### config.mk
export PLATFORM = sky130hd
export DESIGN_NAME = event_status_register_readclear
export DESIGN_NICKNAME = d
export VERILOG_FILES = /design/src/design/event_status_pkg.sv /design/src/design/event_status_register_readclear.sv
export SDC_FILE = /design/constraint.sdc
export NUM_CORES = 1
export LEC_CHECK = 0
export BUFFER_PORTS_ARGS = -buffer_cell sky130_fd_sc_hd__buf_4
export CAP_MARGIN = 10
export CORE_UTILIZATION = 35
export DETAILED_ROUTE_END_ITERATION = 6
export PLACE_DENSITY_LB_ADDON = 0.15
export SYNTH_ARGS = -nofsm -noshare
export SYNTH_HDL_FRONTEND = slang
export SYNTH_SLANG_ARGS = --single-unit
### constraint.sdc
create_clock -name REF_CLK -period 3.8 [get_ports REF_CLK]
set_input_delay 0.76 -clock REF_CLK [delete_from_list [all_inputs] [get_ports REF_CLK]]
set_output_delay 0.76 -clock REF_CLK [all_outputs]
set_load 0.01 [all_outputs]
### src/design/event_status_pkg.sv
package event_status_pkg;

   // ==========================================================
   // Register map and frame layout
   // ==========================================================
   localparam logic [5:0]  ADDR_EVENT_STATUS  = 6'h02;
   localparam logic [5:0]  ADDR_CHECKSUM      = 6'h03;
   localparam logic [5:0]  FRAME_BITS         = 6'h20;
   localparam logic [5:0]  FRAME_OVERRUN      = 6'h21;
   localparam logic [5:0]  HEADER_LAST        = 6'h07;
   localparam logic [5:0]  LAST_BIT_IDX       = 6'h1f;
   localparam int          CMD_RW_BIT         = 31;
   localparam int          ADDR_MSB           = 29;
   localparam int          ADDR_LSB           = 24;
   localparam int          DATA_WIDTH         = 24;
   localparam int          CHECKSUM_WIDTH     = 16;

   // ==========================================================
   // Event status fields
   // ==========================================================
   localparam int          BIT_FACTORY_LOAD   = 13;
   localparam int          BIT_CHECKSUM_DONE  = 8;
   localparam int          BIT_UNDERVOLTAGE   = 7;
   localparam int          BIT_OVERVOLTAGE    = 6;
   localparam int          BIT_THERMAL_WARN   = 5;
   localparam int          BIT_THERMAL_SHUT   = 4;
   localparam int          BIT_SWITCH_CHANGE  = 3;
   localparam int          BIT_PARITY_ERROR   = 2;
   localparam int          BIT_FRAMING_ERROR  = 1;
   localparam int          BIT_POWER_ON       = 0;
   localparam int          NUM_LEVELS         = 4;
   localparam logic [23:0] STATUS_RESET       = 24'h000001;
   localparam logic [23:0] STATUS_CLEARED     = 24'h000000;
   localparam logic [23:0] STATUS_IMPL_MASK   = 24'h0021ff;

   // ==========================================================
   // Types
   // ==========================================================
   typedef enum logic [1:0] {
      INIT_LOAD,
      INIT_CHECK,
      INIT_RUN
   } init_e;

   // Monitored conditions, index 0..3 map onto status bits 4..7
   typedef struct packed {
      logic undervoltage;
      logic overvoltage;
      logic thermal_warning;
      logic thermal_shutdown;
   } level_s;

   typedef struct packed {
      logic   factory_loaded;
      logic   selfcheck_done;
      logic   selfcheck_err;
      logic   checksum_done;
      logic   switch_crossing;
      logic   poll_first_done;
      level_s levels;
   } event_in_s;

   typedef struct packed {
      logic cs_n;
      logic sclk;
      logic si;
   } spi_in_s;

   typedef struct packed {
      init_e       init;
      logic [23:0] status;
      logic [3:0]  lvl_prev;
      logic [2:0]  cs_sync;
      logic [2:0]  sclk_sync;
      logic [1:0]  si_sync;
      logic [5:0]  bit_cnt;
      logic [31:0] rx;
      logic        rx_par;
      logic [31:0] tx;
      logic        so;
      logic        int_n;
   } state_s;

endpackage : event_status_pkg

### src/design/event_status_register_readclear.sv
`timescale 1ns/100ps
// Notes on behaviour
// - A valid read frame addressed to the event status register clears the latched event bits that it shifted out.
// - The active-low interrupt output is released at the chip-select rising edge that ends that read if no flag is left set.
// - After factory settings are loaded at start-up a self-check is run on them.
// - A failing self-check sets the factory-load error flag together with the power-on flag.
// - Checksum completion sets the checksum-done flag and its result reads at offset 3h.
// - The checksum-done flag is zero before and during a calculation and after a status read.
// - Entry into undervoltage sets the undervoltage flag.
// - Exit from undervoltage also sets the undervoltage flag.
// - Overvoltage, thermal warning and thermal shutdown flags set on both entry and exit.
// - The switch-change flag sets on any threshold crossing and after the first polling cycle.
// - The parity-error flag sets when the last received serial frame has bad parity.
// - The other-event indicator is high while undervoltage, overvoltage, checksum or load error is set.
module event_status_register_readclear
   import event_status_pkg::*;
(
   // Clock and reset
   input  wire logic                                      REF_CLK,
   input  wire logic                                      RST_N,
   // Serial pins
   input  wire event_status_pkg::spi_in_s                 SPI_IN,
   output wire logic                                      SO,
   output wire logic                                      SO_OE,
   // Interrupt pin
   output wire logic                                      INT_N,
   // Events from the monitors
   input  wire event_status_pkg::event_in_s               EVENTS,
   input  wire logic [event_status_pkg::CHECKSUM_WIDTH-1:0] CHECKSUM_RESULT,
   // Start-up sequencing
   output wire logic                                      SELFCHECK_START,
   output wire logic                                      INIT_DONE,
   // Status view
   output wire logic                                      OTHER_EVENT,
   output wire logic [23:0]                               EVENT_STATUS
);
   import event_status_pkg::*;

   state_s q;
   state_s n;

   // ==========================================================
   // Next state
   // ==========================================================
   always_comb begin
      logic        cs_fall;
      logic        cs_rise;
      logic        sck_rise;
      logic        sck_fall;
      logic        active;
      logic        clear;
      logic [23:0] clr_mask;
      logic        oei;
      logic [23:0] set;
      logic [31:0] rx_next;
      logic [3:0]  lvl_now;
      logic [7:0]  header;
      logic [5:0]  idx;
      cs_fall  = 1'b0;
      cs_rise  = 1'b0;
      sck_rise = 1'b0;
      sck_fall = 1'b0;
      active   = 1'b0;
      clear    = 1'b0;
      clr_mask = '0;
      oei      = 1'b0;
      set      = '0;
      rx_next  = '0;
      lvl_now  = '0;
      header   = '0;
      idx      = '0;
      n        = q;

      // Only stage 1 and the history stage are read; stage 0 stays private to the synchroniser
      // Serial clock levels shorter than about one reference cycle may lose an edge
      n.cs_sync   = {q.cs_sync[1:0], SPI_IN.cs_n};
      n.sclk_sync = {q.sclk_sync[1:0], SPI_IN.sclk};
      n.si_sync   = {q.si_sync[0], SPI_IN.si};
      cs_fall  = q.cs_sync[2] & ~q.cs_sync[1];
      cs_rise  = ~q.cs_sync[2] & q.cs_sync[1];
      sck_rise = ~q.sclk_sync[2] & q.sclk_sync[1];
      sck_fall = q.sclk_sync[2] & ~q.sclk_sync[1];
      active   = ~q.cs_sync[1];

      // ========================================================
      // Start-up: load, then verify what was loaded
      // ========================================================
      case (q.init)
         INIT_LOAD: begin
            if (EVENTS.factory_loaded) begin
               n.init = INIT_CHECK;
            end
         end
         INIT_CHECK: begin
            if (EVENTS.selfcheck_done) begin
               n.init = INIT_RUN;
               if (EVENTS.selfcheck_err) begin
                  set[BIT_FACTORY_LOAD] = 1'b1;
                  set[BIT_POWER_ON]     = 1'b1;
               end
            end
         end
         INIT_RUN: begin
            // Held until the next reset, which is how a software reset reloads the settings
            n.init = INIT_RUN;
         end
         default: begin
            n.init = INIT_LOAD;
         end
      endcase

      // ========================================================
      // Event capture
      // ========================================================
      // Pulses arrive on this clock and last one cycle, so no edge detect is needed on them
      set[BIT_CHECKSUM_DONE] = EVENTS.checksum_done;
      set[BIT_SWITCH_CHANGE] = EVENTS.switch_crossing | EVENTS.poll_first_done;
      // History starts at zero, so a fault already present at reset release is reported once
      lvl_now = EVENTS.levels;
      // Any change of level counts, so leaving a fault is reported like entering it
      for (int i = 0; i < NUM_LEVELS; i++) begin
         set[BIT_THERMAL_SHUT + i] = lvl_now[i] ^ q.lvl_prev[i];
      end
      n.lvl_prev = lvl_now;

      oei = q.status[BIT_UNDERVOLTAGE] | q.status[BIT_OVERVOLTAGE] |
            q.status[BIT_CHECKSUM_DONE] | q.status[BIT_FACTORY_LOAD];
      header = {q.status[BIT_POWER_ON], oei, q.status[BIT_FRAMING_ERROR], q.status[BIT_PARITY_ERROR],
                q.status[BIT_SWITCH_CHANGE], q.status[BIT_THERMAL_SHUT], q.status[BIT_THERMAL_WARN], 1'b0};

      // ========================================================
      // Serial frame
      // ========================================================
      // Frame: write bit, unused bit, six address bits, data, and a last bit that makes the ones count odd
      // The answer is a header byte of flags, then 24 data bits, both MSB first
      // Header is frozen at the start of the frame so it cannot change under the host
      if (cs_fall) begin
         n.bit_cnt = '0;
         n.rx_par  = 1'b0;
         n.tx      = {header, {DATA_WIDTH{1'b0}}};
         n.so      = header[7];
      end else if (active && sck_rise) begin
         rx_next  = {q.rx[30:0], q.si_sync[1]};
         n.rx     = rx_next;
         n.rx_par = q.rx_par ^ q.si_sync[1];
         // Counter stops at overrun so an overlong frame still reads as a framing fault
         if (q.bit_cnt != FRAME_OVERRUN) begin
            n.bit_cnt = q.bit_cnt + 6'h01;
         end
         // Data is chosen once the address byte is in, so a read answers in its own frame
         if (q.bit_cnt == HEADER_LAST) begin
            case (rx_next[5:0])
               ADDR_EVENT_STATUS: n.tx[DATA_WIDTH-1:0] = q.status;
               ADDR_CHECKSUM:     n.tx[DATA_WIDTH-1:0] = {8'h00, CHECKSUM_RESULT};
               default:           n.tx[DATA_WIDTH-1:0] = '0;
            endcase
         end
      end else if (active && sck_fall && q.bit_cnt < FRAME_BITS) begin
         idx  = LAST_BIT_IDX - q.bit_cnt;
         n.so = q.tx[idx[4:0]];
      end

      // A write or a read of another address leaves the flags alone; a faulty frame sets the framing or parity flag
      if (cs_rise) begin
         if (q.bit_cnt != FRAME_BITS) begin
            set[BIT_FRAMING_ERROR] = 1'b1;
         end else if (!q.rx_par) begin
            set[BIT_PARITY_ERROR] = 1'b1;
         end else if (!q.rx[CMD_RW_BIT] && q.rx[ADDR_MSB:ADDR_LSB] == ADDR_EVENT_STATUS) begin
            clear = 1'b1;
         end
      end

      // Only the snapshot shifted out to the host is cleared; anything latched after it waits for the next read
      if (clear) begin
         clr_mask = q.tx[DATA_WIDTH-1:0];
      end

      // Fresh events are merged after the clear so none is lost
      n.status = ((q.status & ~clr_mask) | set) & STATUS_IMPL_MASK;
      // The pin follows the next status, so it drops in the same cycle as the flag it reports
      n.int_n  = ~|n.status;
   end

   // ==========================================================
   // State register
   // ==========================================================
   always_ff @(posedge REF_CLK or negedge RST_N) begin
      if (!RST_N) begin
         q.init      <= INIT_LOAD;
         q.status    <= STATUS_RESET;
         q.lvl_prev  <= '0;
         q.cs_sync   <= 3'h7;
         q.sclk_sync <= 3'h0;
         q.si_sync   <= 2'h0;
         q.bit_cnt   <= '0;
         q.rx        <= '0;
         q.rx_par    <= 1'b0;
         q.tx        <= '0;
         q.so        <= 1'b0;
         q.int_n     <= 1'b0;
      end else begin
         q <= n;
      end
   end

   // ==========================================================
   // Outputs
   // ==========================================================
   // The data pin is only driven while the synchronised select is low
   assign SO              = q.so;
   assign SO_OE           = ~q.cs_sync[1];
   assign INT_N           = q.int_n;
   assign SELFCHECK_START = (q.init == INIT_CHECK);
   assign INIT_DONE       = (q.init == INIT_RUN);
   assign OTHER_EVENT     = q.status[BIT_UNDERVOLTAGE] | q.status[BIT_OVERVOLTAGE] |
                            q.status[BIT_CHECKSUM_DONE] | q.status[BIT_FACTORY_LOAD];
   assign EVENT_STATUS    = q.status;

endmodule : event_status_register_readclear

# Word-level counts from Yosys, hierarchy flattened
# Cells that the tools add are included.
# W data, S select, Z words.
[totals]
register_bits = 96
inputBits = 31
[classes]
add_sub_neg = 2
n_lt_le_gt_ge = 2
eq_ne = 11
muxes = 27
bitwise = 21
reduce_logical = 17
[ops]
columns = ["op", "count"]
rows = [
  ["$mux W24", 2],
  ["$mux W39", 1],
  ["$pmux W16 S2", 1],
  ["$mux W25", 1],
  ["$eq A6 B2 Y1 const B", 3],
  ["$and A14 B14 Y14", 1],
  ["$mux W1", 14],
  ["$mux W14", 1],
  ["$not A14 Y14", 1],
  ["$or A14 B14 Y14", 1],
  ["$mux W6", 2],
  ["$ne A6 B6 Y1 const B", 2],
  ["$reduce_and A2 Y1", 5],
  ["$reduce_or A10 Y1", 1],
  ["$reduce_bool A2 Y1", 4],
  ["$add A6 B1 Y6 const B", 1],
  ["$eq A6 B3 Y1 const B", 1],
  ["$lt A5 B6 Y1 const B", 1],
  ["$lt A6 B6 Y1 const B", 1],
  ["$mux W2", 3],
  ["$ne A2 B2 Y1 const B", 3],
  ["$pmux W2 S3", 1],
  ["$bmux W1 S5", 1],
  ["$not A1 Y1", 5],
  ["other kinds (9)", 23],
]

# Logic depth before layout (Yosys ltp)
[logic_depth]
word_depth = 12
depth_mapped = 7
ltp_nobuf = 6

# Least setup slack after synthesis
# No wires, ideal clock.
[synth_timing]
path_kind = "reg2reg"
start = "register q[67] (netlist bit)"
end = "register q, in the netlist SO"
setup_time_ns = 0.134
arrival_time_ns = 1.779
required_time_ns = 3.666
setup_slack_ns = 1.888
path_stages_with_launch = 6
period_less_slack_ns = 1.912
cell_sequence = "dfrtp_1 > buf_6 > mux4_2 > mux4_2 > a21oi_1 > o211ai_1"
[synth_between]
elab_chain_cells = 6
elab_cells_between_ends = 10
classes_between = "add/sub: 1; order compare: 1; mux: 5; reduce/logical: 3"
[synth_lines]
columns = ["item", "line_no", "source"]
rows = [
  ["start, declared", "event_status_register_readclear.sv:39", "state_s q;"],
  ["start signal, assigned", "event_status_register_readclear.sv:203", "q <= n;"],
  ["$sub A5 B5 Y5", "event_status_register_readclear.sv:159", "idx = LAST_BIT_IDX - q.bit_cnt;"],
  ["$bmux W1 S5", "event_status_register_readclear.sv:160", "n.so = q.tx[idx[4:0]];"],
  ["$mux W1 (not written as such)", "event_status_register_readclear.sv:160", ""],
  ["$mux W1", "event_status_register_readclear.sv:158", "end else if (active && sck_fall && q.bit_cnt < FRAME_BITS) begin"],
  ["$mux W1", "event_status_register_readclear.sv:142", "end else if (active && sck_rise) begin"],
  ["$mux W25", "event_status_register_readclear.sv:137", "if (cs_fall) begin"],
]
# Parallel ways exist; a longest one is shown, timed or not. The select of a mux whose other input is x is not followed.
# A chain may end at the register's enable or synchronous reset.

# Worst setup path after layout
[layout_timing]
start = "register q, in the netlist EVENT_STATUS[6]"
end = "output OTHER_EVENT"
[layout_between]
elab_chain_cells = 3
[layout_lines]
columns = ["item", "line_no", "source"]
rows = [
  ["$or A1 B1 Y1 (2 in a row)", "event_status_register_readclear.sv:216", "assign OTHER_EVENT = q.status[BIT_UNDERVOLTAGE] | q.status[BIT_OVERVOLTAGE] |"],
  ["$or A1 B1 Y1", "event_status_register_readclear.sv:217", "q.status[BIT_CHECKSUM_DONE] | q.status[BIT_FACTORY_LOAD];"],
  ["end, declared", "event_status_register_readclear.sv:34", "output wire logic OTHER_EVENT,"],
]
# No other way between the ends.

==> metrics.log <==
[metrics] number of buffer cells added on primary ports: 46
[metrics] post-CTS clock slew at the launch and capture registers of the worst setup and hold paths: 70 ps
[metrics] cell count after placement: 506
[metrics] pin count of the biggest net entering global routing: 35
[metrics] detailed-route via count: between 2000 and 3000
[metrics] total area of sequential cells: 0.002207 sq mm
[metrics] type of element capturing the critical path: output pin
[metrics] total negative slack for setup checks: 0 ps
[metrics] number of global-route vias before repair: 2610
[metrics] maximum VDD drop: 0.2144 mV
[metrics] DIE WIDTH: 110.8 um
[metrics] synthesized cell area: 0.004143 sq mm
[metrics] Via density: 4.820
[metrics] synthesis-to-layout area growth: 15.80%
[metrics] clock sink count: 88
[metrics] post-DR wirelength/cell: around 15 um
[metrics] Slew Limit Fails: 0
[metrics] number of top-level pins: 61
[metrics] multi-input combinational cell area: approximately 0.0016 sq mm
[metrics] proportion of layout cells with a drive suffix above 1: 33.77%
[metrics] global-route wire length before repair: 13390 um
[metrics] Final Cycle Share: 62.93%
[metrics] critical path startpoint category: register
[metrics] final HPWL from detailed placement: ~5600 um
[metrics] worst-margin pin slew: between 900 and 1000 ps
[metrics] critical path class: register to output pin
[metrics] DRC viols: 0
[metrics] Final min period: between 2000 and 2500 ps
[metrics] top library cells by usage in the layout, fill and taps aside: 84 x sky130_fd_sc_hd__dfrtp_1, 50 x sky130_fd_sc_hd__buf_4, 40 x sky130_fd_sc_hd__mux2_2
[metrics] Std-Cell Rows: 39
[metrics] clock buffer count from CTS: 9
[metrics] routability-driven placement congestion ratio: 0.7357
[metrics] starting DRC count in detailed routing: 75
[metrics] clk_lat worst skew: 340 ps
[metrics] length of the first detailed-routing pass in iterations: 4
[metrics] sequential-to-total area share from yosys stat: ~53%
[metrics] Setup Skew: 10.89 ps
[metrics] Leak: 2.167 nW
[metrics] cell type of the slowest stage on the worst timing path: sky130_fd_sc_hd__dfrtp_1
[metrics] number of antenna-violating nets in the routed design: 0
[metrics] clock tree from TritonCTS: done
[metrics] overall overflow remaining after global route: 0
[metrics] placeable core region: 0.01147 sq mm
[metrics] WP data arrival: 1630 ps
[metrics] setup bufs post-CTS: 0
[metrics] max frequency: 418.2 MHz
[metrics] run status: finished, final reports clean
[metrics] unrepaired setup endpoints after global routing: false
[metrics] Final Non-Filler Cells: 522
[metrics] wire length reported by the detailed router: 7810 um
[metrics] CP Max Fanout: 5
[metrics] mean instance size in the synthesized netlist: 12.18 sq um
[metrics] H-Tree Depth: 3
[metrics] utilization after layout: between 40% and 50%
[metrics] Design Power: 2.244 mW
[metrics] max_cap viols: 0
[metrics] number of instances in the synthesized netlist: 340
[metrics] die height: ~110 um
[metrics] hold_buf cts: 0
[metrics] effective utilization at floorplan: 36.13%
[metrics] total power per unit cell area: 467.8 mW/mm^2
[metrics] path type of the worst min-delay path: primary input to asynchronous set/reset pin
[metrics] count of antenna diodes in the layout: 0
[metrics] required time at the endpoint of the critical path: slightly above 3000 ps
[metrics] Max-slew headroom: a little over a third
[metrics] die area: 0.01228 sq mm
[metrics] maximum root-to-sink buffer count: 2
[metrics] FF+latch count, synth: 88
[metrics] most frequent standard cell in the layout excluding fill and tap cells: sky130_fd_sc_hd__dfrtp_1
[metrics] Buf+Inv Stages, Crit Path: 1
[metrics] number of fill cells: approximately 1100
[metrics] initial antenna violation count: 0
[metrics] Hold Violations, Final: 0
[metrics] nets: roughly 400
[metrics] number of warnings printed during yosys synthesis: 0
[metrics] number of distinct library cell variants in the gate-level netlist after synthesis: 48
[metrics] cell breakdown of the critical path: or2_2 -> or3_1 -> buf_4
[metrics] final-report setup violation count: 0
[metrics] Resize count post-CTS: 0
[metrics] Root Buffer Master: sky130_fd_sc_hd__clkbuf_16
[metrics] Max stage delay on crit path: 420 ps
[metrics] family with the most delay on the worst path: simple AND/OR/NAND/NOR gates
[metrics] combined global-route utilization of all metal layers: 13.88%
[final cells by class]
class / count / share of cell area (%)
Clock buffer: 9 / 4.695
Clock inverter: 7 / 2.087
Inverter: 18 / 1.408
Multi-Input combinational cell: 207 / 34.25
Sequential cell: 88 / 46.01
Tap cell: 143 / 3.730
Timing Repair Buffer: 50 / 7.825
[metal layers]
| layer | GRT usage (%) | share of wire [%] | vias up |
|---|---|---|---|
| met5 | 0 | 0 | - |
| met4 | 4.533 | 1.5 | 0 |
| met3 | 3.609 | 3.8 | 9 |
| met2 | 21.86 | 47 | 53 |
| met1 | 18.63 | 47 | 1239 |
| li1 | - | - | 1215 |
[cell families after synthesis]
kind of cell	count (synthesis)	share of synthesized area, %
compound gates	43	6.433
xor+xnor	8	1.691
fa+ha+maj	6	1.812
buf+inv	58	8.245
flops	88	53.28
mux	57	16.79
other cells	1	0.09052
simple gates	79	11.66
[report_power, final]
part / internal [mW] / total (mW) / switching (mW)
sequential: 0.984 / 1.04 / 0.0567
clock: 0.583 / 0.963 / 0.380
combinational: 0.128 / 0.240 / 0.112
[sequential cells by signal, summed over array words and instances (netlist names)]
| signal | count |
|---|---|
| n | 5 |
| EVENT_STATUS | 10 |
| SO | 1 |
| INT_N | 1 |
| q | 71 |
[synthesized netlist by cell type (all sizes together)]
| library cell | count | share of area (%) |
|---|---|---|
| a32o | 2 | 0.48 |
| nor4 | 4 | 0.76 |
| nor3b | 1 | 0.18 |
| ha | 6 | 1.8 |
| o22ai | 1 | 0.15 |
| inv | 18 | 1.6 |
| buf | 35 | 6.2 |
| nor2 | 17 | 1.6 |
| nand3b | 3 | 0.54 |
| conb | 1 | 0.091 |
| dfstp | 4 | 2.5 |
| a21o | 1 | 0.21 |
| nor4b | 4 | 2.1 |
| o211a | 1 | 0.24 |
| mux2i | 11 | 2.7 |
| o32a | 1 | 0.27 |
| a22oi | 4 | 0.72 |
| xor2 | 3 | 0.63 |
| nor3 | 2 | 0.24 |
| nand2 | 25 | 2.3 |
| or4 | 1 | 0.18 |
| a21oi | 5 | 0.60 |
| nand4 | 6 | 1.3 |
| mux4 | 6 | 3.3 |
| nand3 | 4 | 0.48 |
| or3 | 1 | 0.15 |
| nor2b | 3 | 0.45 |
| and3 | 1 | 0.15 |
| a2111oi | 1 | 0.36 |
| o21ai | 25 | 3.0 |
| dfrtp | 84 | 51 |
| nand2b | 2 | 0.30 |
| xnor2 | 5 | 1.1 |
| clkbuf | 5 | 0.45 |
| o31ai | 1 | 0.18 |
| nand4b | 3 | 0.63 |
| o211ai | 1 | 0.18 |
| or2 | 1 | 0.15 |
| mux2 | 40 | 11 |
| or3b | 1 | 0.21 |
[stage by stage]
step | setup slack, ps | hold slack (ps) | cell area (sq um)
finish | 1409 | 341.0 | 4797
global route | 1143 | 355.1 | 4797
CTS | 1369 | 353.2 | 4797
detailed placement | 1393 | 339.4 | 4472
global placement | 1494 | 338.0 | 4472
floorplan | 1888 | 331.2 | 4192
[worst paths after layout]
kind	start	endpoint	slack (ps)	depth (start not counted)
setup / recovery	EVENT_STATUS[6]	OTHER_EVENT	1410	3
hold / removal	RST_N	q[81]	340	1
setup reg to reg	q[67]	q[17]	1410	6
hold reg to reg	n[79]	n[80]	350	0
max in group asynchronous	RST_N	n[79]	2680	2
min in group REF_CLK	n[79]	n[80]	350	0
[worst register-to-register path: stages (launching register included)]
cell	delay [ps]
sky130_fd_sc_hd__dfrtp_1	770
sky130_fd_sc_hd__ha_1	330
sky130_fd_sc_hd__nand2_1	80
sky130_fd_sc_hd__nor4_1	290
sky130_fd_sc_hd__nand4_1	470
sky130_fd_sc_hd__inv_1	200
sky130_fd_sc_hd__a32o_1	180
No activity file was read; power rests on OpenSTA's default activity.
